===== config.mk =====
export PLATFORM = sky130hd
export DESIGN_NAME = return_and_rotate_exec
export DESIGN_NICKNAME = d
export VERILOG_FILES = /design/src/logic/return_and_rotate_exec.v /design/src/logic/rotate_unit.v
export VERILOG_INCLUDE_DIRS = /design/src /design/src/logic
export SDC_FILE = /design/constraint.sdc
export NUM_CORES = 1
export LEC_CHECK = 0
export BUFFER_PORTS_ARGS = -buffer_cell sky130_fd_sc_hd__buf_2
export CORE_ASPECT_RATIO = 1.5
export CORE_MARGIN = 10
export CORE_UTILIZATION = 44
export CTS_CLUSTER_DIAMETER = 60
export CTS_CLUSTER_SIZE = 40
export DETAILED_ROUTE_END_ITERATION = 10
export PLACE_DENSITY = 0.81
export SYNTH_ARGS = -nofsm -noshare
export SYNTH_HDL_FRONTEND = slang
export SYNTH_SLANG_ARGS = --single-unit

===== constraint.sdc =====
create_clock -name clk -period 3.5 [get_ports clk]
set_input_delay 0.175 -clock clk [delete_from_list [all_inputs] [get_ports clk]]
set_output_delay 0.175 -clock clk [all_outputs]
set_load 0.01 [all_outputs]

===== src/logic/ret_rot_defines.vh =====
`ifndef RET_ROT_DEFINES_VH
`define RET_ROT_DEFINES_VH

// operation codes on the decoded operation port
`define OP_NONE 3'h0
`define OP_SUB_EXIT 3'h1
`define OP_EXIT_LIT 3'h2
`define OP_ROT_LEFT 3'h3
`define OP_ROT_RIGHT 3'h4

// destination select values
`define DEST_WORK 1'b0
`define DEST_FILE 1'b1

// reset values
`define WORK_RESET 8'h00
`define CARRY_RESET 1'b0

// cycle counts per instruction
`define EXIT_CYCLES 2
`define ROT_CYCLES 1

`endif


===== src/logic/return_and_rotate_exec.v =====
`timescale 1ns/1ps
`include "ret_rot_defines.vh"

// Behaviour
// RQ1: subroutine exit pops stack into program counter; no flag changes.
// RQ2: subroutine exit takes two cycles; next fetch from return address.
// RQ3: exit-with-literal loads 8-bit literal into working register, flags kept.
// RQ4: exit-with-literal also pops return address into PC; two cycles.
// RQ5: rotate-left shifts register left through carry, updates carry.
// RQ6: rotate-left select 0 writes working register, 1 writes source back.
// RQ7: rotate-right shifts register right through carry, updates carry.
// RQ8: rotate-right select 0 writes working register, 1 writes source back.
// RQ9: left: carry gets bit 7, bit 0 old carry; right mirrored; one cycle.
module return_and_rotate_exec #(
    parameter DATA_WIDTH = 8,
    parameter PC_WIDTH = 15,
    parameter ADDR_WIDTH = 7
) (
    // clock and reset
    input wire clk,
    input wire reset,
    // decoded instruction
    input wire instrValid,
    input wire [2:0] opCode,
    input wire [DATA_WIDTH-1:0] literal,
    input wire [ADDR_WIDTH-1:0] fileAddr,
    input wire destSel,
    // return stack
    input wire [PC_WIDTH-1:0] stackTopValue,
    output wire stackPop,
    // program counter
    output reg [PC_WIDTH-1:0] pcLoadValue,
    output reg pcLoad,
    // fetch control
    output wire busy,
    output reg flushFetch,
    // data memory
    input wire [DATA_WIDTH-1:0] fileRdData,
    output wire [ADDR_WIDTH-1:0] fileRdAddr,
    output reg fileWrEn,
    output reg [ADDR_WIDTH-1:0] fileWrAddr,
    output reg [DATA_WIDTH-1:0] fileWrData,
    // core state
    output wire [DATA_WIDTH-1:0] workReg,
    output wire carryFlag
);

    // =========================================================
    // states
    localparam [1:0] ST_IDLE = 2'b01;
    localparam [1:0] ST_SECOND = 2'b10;

    reg [1:0] state_q;
    reg [1:0] state_d;
    reg [DATA_WIDTH-1:0] work_q;
    reg [DATA_WIDTH-1:0] work_d;
    reg carry_q;
    reg carry_d;
    reg popNow;

    wire [DATA_WIDTH-1:0] rotResult;
    wire rotCarry;
    wire accept;
    wire isRot;
    wire isExit;
    wire isLitExit;
    wire isLeft;
    wire rotToWork;
    wire rotToFile;

    // =========================================================
    // decode helpers
    function isExitOp;
        input [2:0] op;
        begin
            isExitOp = (op == `OP_SUB_EXIT) || (op == `OP_EXIT_LIT);
        end
    endfunction

    function isRotOp;
        input [2:0] op;
        begin
            isRotOp = (op == `OP_ROT_LEFT) || (op == `OP_ROT_RIGHT);
        end
    endfunction

    function isLeftOp;
        input [2:0] op;
        begin
            isLeftOp = (op == `OP_ROT_LEFT);
        end
    endfunction

    // =========================================================
    // request decode
    // requests count only while no exit is finishing
    assign accept = instrValid && (state_q == ST_IDLE); // RQ2
    assign isExit = accept && isExitOp(opCode);
    assign isLitExit = isExit && (opCode == `OP_EXIT_LIT); // RQ3
    assign isRot = accept && isRotOp(opCode);
    assign isLeft = isLeftOp(opCode); // RQ5
    assign rotToWork = isRot && (destSel == `DEST_WORK); // RQ6
    assign rotToFile = isRot && (destSel == `DEST_FILE); // RQ8

    // =========================================================
    // outputs
    assign fileRdAddr = fileAddr;
    assign workReg = work_q;
    assign carryFlag = carry_q;
    assign stackPop = popNow;
    // fetch stalls during the second exit cycle
    assign busy = (state_q == ST_SECOND); // RQ2

    // =========================================================
    // rotator
    rotate_unit #(
        .WIDTH(DATA_WIDTH)
    ) rotator (
        .source(fileRdData),
        .carryIn(carry_q),
        .rotLeft(isLeft),
        .result(rotResult),
        .carryOut(rotCarry)
    );

    // =========================================================
    // next state
    always @* begin
        state_d = state_q;
        work_d = work_q;
        carry_d = carry_q;
        popNow = 1'b0;
        case (state_q)
            ST_IDLE: begin
                if (isExit) begin
                    popNow = 1'b1; // RQ1
                    state_d = ST_SECOND; // RQ2
                    if (isLitExit) begin
                        work_d = literal; // RQ3
                    end
                end else if (isRot) begin
                    carry_d = rotCarry; // RQ5 RQ7
                    if (rotToWork) begin
                        work_d = rotResult; // RQ6 RQ8
                    end
                end
            end
            ST_SECOND: begin
                state_d = ST_IDLE; // RQ4
            end
            default: begin
                state_d = ST_IDLE;
            end
        endcase
    end

    // =========================================================
    // core state registers
    always @(posedge clk) begin
        if (reset) begin
            state_q <= ST_IDLE;
            work_q <= `WORK_RESET;
            carry_q <= `CARRY_RESET;
        end else begin
            state_q <= state_d;
            work_q <= work_d;
            carry_q <= carry_d;
        end
    end

    // =========================================================
    // program counter reload
    always @(posedge clk) begin
        if (reset) begin
            pcLoad <= 1'b0;
            pcLoadValue <= {PC_WIDTH{1'b0}};
            flushFetch <= 1'b0;
        end else begin
            // popped value loads the program counter
            pcLoad <= popNow; // RQ1
            flushFetch <= popNow; // RQ2
            if (popNow) begin
                pcLoadValue <= stackTopValue; // RQ4
            end
        end
    end

    // =========================================================
    // write back strobe
    always @(posedge clk) begin
        if (reset) begin
            fileWrEn <= 1'b0;
        end else begin
            // result goes back to the source register
            fileWrEn <= rotToFile; // RQ6 RQ8
        end
    end

    // =========================================================
    // write back address and data
    always @(posedge clk) begin
        if (reset) begin
            fileWrAddr <= {ADDR_WIDTH{1'b0}};
            fileWrData <= {DATA_WIDTH{1'b0}};
        end else begin
            // held until the next accepted rotate
            if (isRot) begin
                fileWrAddr <= fileAddr;
                fileWrData <= rotResult; // RQ7
            end
        end
    end

endmodule


===== src/logic/rotate_unit.v =====
`timescale 1ns/1ps
`include "ret_rot_defines.vh"

module rotate_unit #(
    parameter WIDTH = 8
) (
    // operands
    input wire [WIDTH-1:0] source,
    input wire carryIn,
    input wire rotLeft,
    // results
    output wire [WIDTH-1:0] result,
    output wire carryOut
);

    // nine-bit rotation through carry
    assign result = rotLeft ? {source[WIDTH-2:0], carryIn} // RQ9
                            : {carryIn, source[WIDTH-1:1]}; // RQ9
    assign carryOut = rotLeft ? source[WIDTH-1] : source[0]; // RQ9

endmodule


# Word level (Yosys, flattened, before mapping)
# Cells that the tools add are included.
totals:
  ff_bits: 43
  latch_bits: 0
  ram_bits: 0
  mem_bits_ro: 0
  input_bits: 45
  output_inout_bits: 51
  word_cells: 39
  n_memories: 0
classes:
  addsub: 0
  mul: 0
  div: 0
  order_cmp: 0
  eq_ne: 7
  shifts: 0
  muxes: 8
  bitwise: 3
  n_reduce_logical: 13
ops:
  columns: ["operator", "n"]
  rows:
  - ["$mux 8", 5]
  - ["$eq 3x2->1 const B", 2]
  - ["$logic_and 1x1->1", 6]
  - ["$reduce_and 4->1", 1]
  - ["$reduce_bool 2->1", 2]
  - ["$eq 3x1->1 const B", 1]
  - ["$eq 3x3->1 const B", 1]
  - ["$mux 1", 3]
  - ["$not 1->1", 3]
  - ["$reduce_and 3->1", 1]
  - ["$eq 2x1->1 const B", 1]
  - ["$eq 2x2->1 const B", 1]
  - ["$logic_or 1x1->1", 2]
  - ["$ne 2x1->1 const B", 1]
  - ["$reduce_or 2->1", 1]

# Logic depth before layout (Yosys ltp)
depth:
  ltp_word: 7
  ltp_mapped: 7
  mapped_depth_nobuf: 5

# By module
# A second synthesis with hierarchy kept.
unflattened:
  hier_cells: 177
  hier_area_um2: 1904.3
by_module_without_submodules:
  columns: ["module", "n_inst", "cells_per_inst", "area_per_inst_um2", "seq_area_each_um2"]
  rows:
  - ["return_and_rotate_exec", 1, 167, 1757.9, 860.8]
  - ["rotate_unit", 1, 10, 146.4, 0.0]

# Least setup slack after synthesis
# Ideal clock, no wire load.
synth_path:
  path_type: "input to register"
  start: "in opCode[2]"
  end: "reg fileWrAddr[0]"
  setup_ps: 128
  t_arrival_ps: 1336
  required_time_ps: 3372
  slack_ps: 2036
  path_stages: 6
  n_path_buf: 2
  path_cell_list: "buf_4 or3b_1 a21oi_4 buf_6 mux2i_1 nor2_1"
synth_via:
  elab_chain_len: 3
  word_cells_on_any_way: 4
  cone_classes: "eq/ne (2); reduce/logical (2)"
synth_lines:
  columns: ["element", "line_no", "rtl"]
  rows:
  - ["from (decl)", "return_and_rotate_exec.v:24", "input wire [2:0] opCode,"]
  - ["$eq 3x2->1 (no line) / $eq 3x3->1 (equally long branches)", null, null]
  - ["$logic_or 1x1->1 (*)", "return_and_rotate_exec.v:83", "isRotOp = (op == `OP_ROT_LEFT) || (op == `OP_ROT_RIGHT);"]
  - ["$logic_and 1x1->1 (*)", "return_and_rotate_exec.v:100", "assign isRot = accept && isRotOp(opCode);"]
  - ["to (signal assigned)", "return_and_rotate_exec.v:203", "fileWrAddr <= {ADDR_WIDTH{1'b0}};"]
  - ["to (signal assigned)", "return_and_rotate_exec.v:208", "fileWrAddr <= fileAddr;"]
  - ["to (decl)", "return_and_rotate_exec.v:41", "output reg [ADDR_WIDTH-1:0] fileWrAddr,"]
# Mark *: on every way between the ends. The rest lies on a longest branch, timed or not.
# A chain may end at the register's enable or synchronous reset.

# Worst setup path in the final report
layout_path:
  start: "reg state_q[1]"
  end: "out stackPop"
layout_via:
  elab_chain_len: 5
layout_lines:
  columns: ["element", "line_no", "rtl"]
  rows:
  - ["from (decl)", "return_and_rotate_exec.v:53", "reg [1:0] state_q;"]
  - ["from (signal assigned)", "return_and_rotate_exec.v:165", "state_q <= state_d;"]
  - ["$eq 2x1->1 (*)", "return_and_rotate_exec.v:97, return_and_rotate_exec.v:133", null]
  - ["$logic_and 1x1->1", "return_and_rotate_exec.v:97", "assign accept = instrValid && (state_q == ST_IDLE);"]
  - ["$logic_and 1x1->1", "return_and_rotate_exec.v:98", "assign isExit = accept && isExitOp(opCode);"]
  - ["$mux 1", "return_and_rotate_exec.v:135", "if (isExit) begin"]
  - ["$mux 1 (*)", "return_and_rotate_exec.v:133", "case (state_q)"]
  - ["to (decl)", "return_and_rotate_exec.v:30", "output wire stackPop,"]
# Marked as above.

==> flow_summary.yaml <==
power_and_ir_drop:
  p_leak_nw: 1.105
  p_per_area_mw_per_mm2: 447.3
  clkPwrFrac: 0.370
  p_sw_frac: 0.2447
  power_frac_comb: 0.144
  power.internal_mw: 0.8044
  finalPower_mw: 1.065
  sequentialPowerShare: 0.486
  p_sw_mw: 0.2607
  peakVddDrop_v: 0.0004047
timing:
  fmax_mhz: 486.8
  fin_crit_sh: 0.5869
  rsz0062_at_grt: "no"
  setup_viol: 0
  hold_ws_ps: 109.8
  drv_slew: 0
  fin_worst_skew_ps: 3.813
  period_minus_slack_ps: 2054
  report.final.hold_viol_count: 0
  relSlewSlack: 0.2898
  tightest_slew_ps: 1060
  finalSetupTns_ps: 0
grt:
  grt_max_degree: 43
  grt_pass1_wl_mm: 7.707
  met2_usage: 0.2230
  grt-ovfl-total: 0
  busiest_layer: "met2"
  grt_pass1_vias: 1661
  use_met3: 0.07009
  met1_usage: 0.1246
  antenna_found_initial: 0
  grt_use_total: 0.1304
setup_path:
  cp_slowest_cell: "clkinv_1"
  cp.arrival_ps: 1880
  path_cells: "and3b_1 > nand3_4 > clkinv_1 > buf_2"
  cpPeakStageDelay_ps: 460
  crit_type: "reg2out"
  worstPathRequired_ps: 3320
  end_kind: "primary output"
  crit_path_max_fanout: 25
  start_kind: "register"
placement:
  hpwl_mm: 3.947
  port_buffers: 95
  gp_congestion: 0.7354
  place_area_sq_mm: 0.002263
cts:
  hold_buffers: 0
  clkSinkCount: 43
  cts-buffers-inserted: 5
  path_clk_slew_ps: 80
  cts_tree: "built"
  htreeDepth: 2
  cts_root_buf: "clkbuf_8"
  cts_resized: 0
  cts_setup_buffers: 0
  cts_buffer_depth: 2
  clk_latency_ps: 290
yosys:
  synthAdderAreaFrac: 0
  yosysSeqAreaShare: 0.4593
  ys_types: 28
  synthXorXnorAreaFrac: 0.008678
  syn_inst: 203
  synthSimpleGateAreaFrac: 0.1736
  synth_fp_nets: 248
  ys_seq_elements: 43
  yosys_warnings: 0
  synth_top_family_by_area: "compound AO/OA/AOI/OAI gates"
  synth_compound_area_frac: 0.1782
  synth_area_sq_mm: 0.001874
  synth_mux_area_frac: 0.09146
  syn_area_per_cell_sq_um: 9.233
drt:
  num_vias: 1672
  ant_nets: 0
  drc: 0
  dr.first_iter.drc_count: 68
  drt-vias-per-instance: 5.067
  first_pass_iters: 4
  wl_per_cell_microns: 15.42
  wirelength_mm: 5.088
hold_path:
  hp-class: "in2reg"
finish:
  syn_to_final_growth_pct: 27.04
  final_area_sq_mm: 0.002381
  diodes: 0
  final_util: 0.5706
  final_layout_size_suffix_gt1_frac: 0.3838
  finalNetCount: 328
status:
  status: "finished, final reports clean"
floorplan:
  fp.dieW_microns: 73.29
  fp.coreArea_sq_mm: 0.004173
  die-area_sq_mm: 0.007324
  die_h_microns: 99.94
  start_util: 0.4492
  io_pins: 96
  row_count: 29
flow_run:
  drv_cap: 0
==> power by group through the flow <==
stage          Clock [mW]  Combinational, mW  Sequential [mW]
2_1_floorplan           0             0.0880            0.539
3_3_place_gp            0              0.152            0.529
3_5_place_dp            0              0.155            0.529
4_1_cts             0.413              0.155            0.518
5_1_grt             0.423              0.170            0.521
6_report            0.394              0.153            0.518
==> critical path: cells and delay by family (launching register included) <==
kind / cells / cell delay [ps]
buf+inv: 2 / 760
flops: 1 / 340
simple gates: 2 / 490
==> cell usage in the layout, fill, tap and decap left out <==
cell	synthesis	routed
inv_1	3	3
mux2i_1	16	16
a211oi_1	8	8
mux2_2	1	1
clkinv_1	1	1
xor2_2	1	1
nor4b_1	8	8
nand3_4	1	1
nand4_1	1	1
buf_4	11	1
nand3b_1	2	2
and3b_1	2	2
a21oi_4	1	1
clkinv_2	0	1
or3b_1	1	1
clkbuf_8	0	6
a21oi_1	23	23
o2111ai_1	1	1
nor2b_1	1	1
bufinv_16	0	1
nor2_1	18	18
a31oi_1	1	1
nand2_1	31	31
a31o_2	1	1
a2111o_1	7	7
buf_2	1	95
dfxtp_1	43	43
o21ai_0	8	8
==> cell usage after synthesis <==
cell	count	area, sq um
inv_1	3	11.26
o2111ai_1	1	8.760
clkbuf_1	7	26.28
nor4b_1	8	70.07
o21ai_0	8	40.04
dfxtp_1	43	860.8
or3b_1	1	8.760
a31oi_1	1	6.260
nand4_1	1	6.260
xor2_2	1	16.27
a21oi_4	1	16.27
buf_4	11	82.58
buf_6	3	33.78
nand2_1	31	116.4
clkinv_1	1	3.750
nor2_1	18	67.56
mux2_2	1	11.26
a211oi_1	8	60.06
mux2i_1	16	160.2
buf_2	1	5.000
and3b_1	2	17.52
a21oi_1	23	115.1
a31o_2	1	8.760
nand3_4	1	17.52
buf_1	1	3.750
a2111o_1	7	78.83
nand3b_1	2	15.01
nor2b_1	1	6.260
==> metal layers <==
| layer | up-vias | share of wire | wire length [microns] |
|---|---|---|---|
| li1 | 862 | - | - |
| met1 | 742 | 0.38 | 1914 |
| met2 | 59 | 0.50 | 2521 |
| met3 | 9 | 0.10 | 533 |
| met4 | 0 | 0.023 | 119 |
| met5 | - | 0 | 0 |
==> cells by family (layout without fill, tap and decap cells) <==
family                 Yosys count  count (layout)
AO/OA/AOI/OAI                   50              50
XOR/XNOR                         1               1
buffers and inverters           27             108
flip-flops                      43              43
multiplexers                    17              17
AND/OR/NAND/NOR                 65              65
==> path summary, 6_finish.rpt <==
check	from	end	slack [ps]	cells past startpoint
max	state_q[1]	stackPop	1450	4
min	stackTopValue[10]	pcLoadValue[10]	110	3
max reg2reg	state_q[1]	workReg[7]	1650	5
min reg2reg	pcLoadValue[4]	pcLoadValue[4]	450	2
==> sequential cells by signal, indices dropped and copies added (netlist names) <==
signal       flops
flushFetch       1
workReg          8
fileWrData       8
state_q          2
pcLoadValue     15
fileWrEn         1
carryFlag        1
fileWrAddr       7
==> through the flow <==
stage,cells,setup slack (ps)
global route,330,1288
detailed placement,322,1375
finish,330,1446
CTS,330,1406
floorplan,203,2036
global placement,322,1463
==> layout make-up <==
type | instances | area (sq um)
inverters | 4 | 15.01
repair buffers | 96 | 483.0
clock inverters | 2 | 35.03
fillers | 395 | 1792
multi-input cells | 133 | 847.1
well taps | 46 | 57.56
flip-flops and latches | 43 | 860.8
clock buffers | 6 | 82.58
Note: power is estimated with default switching activity, not from simulation.
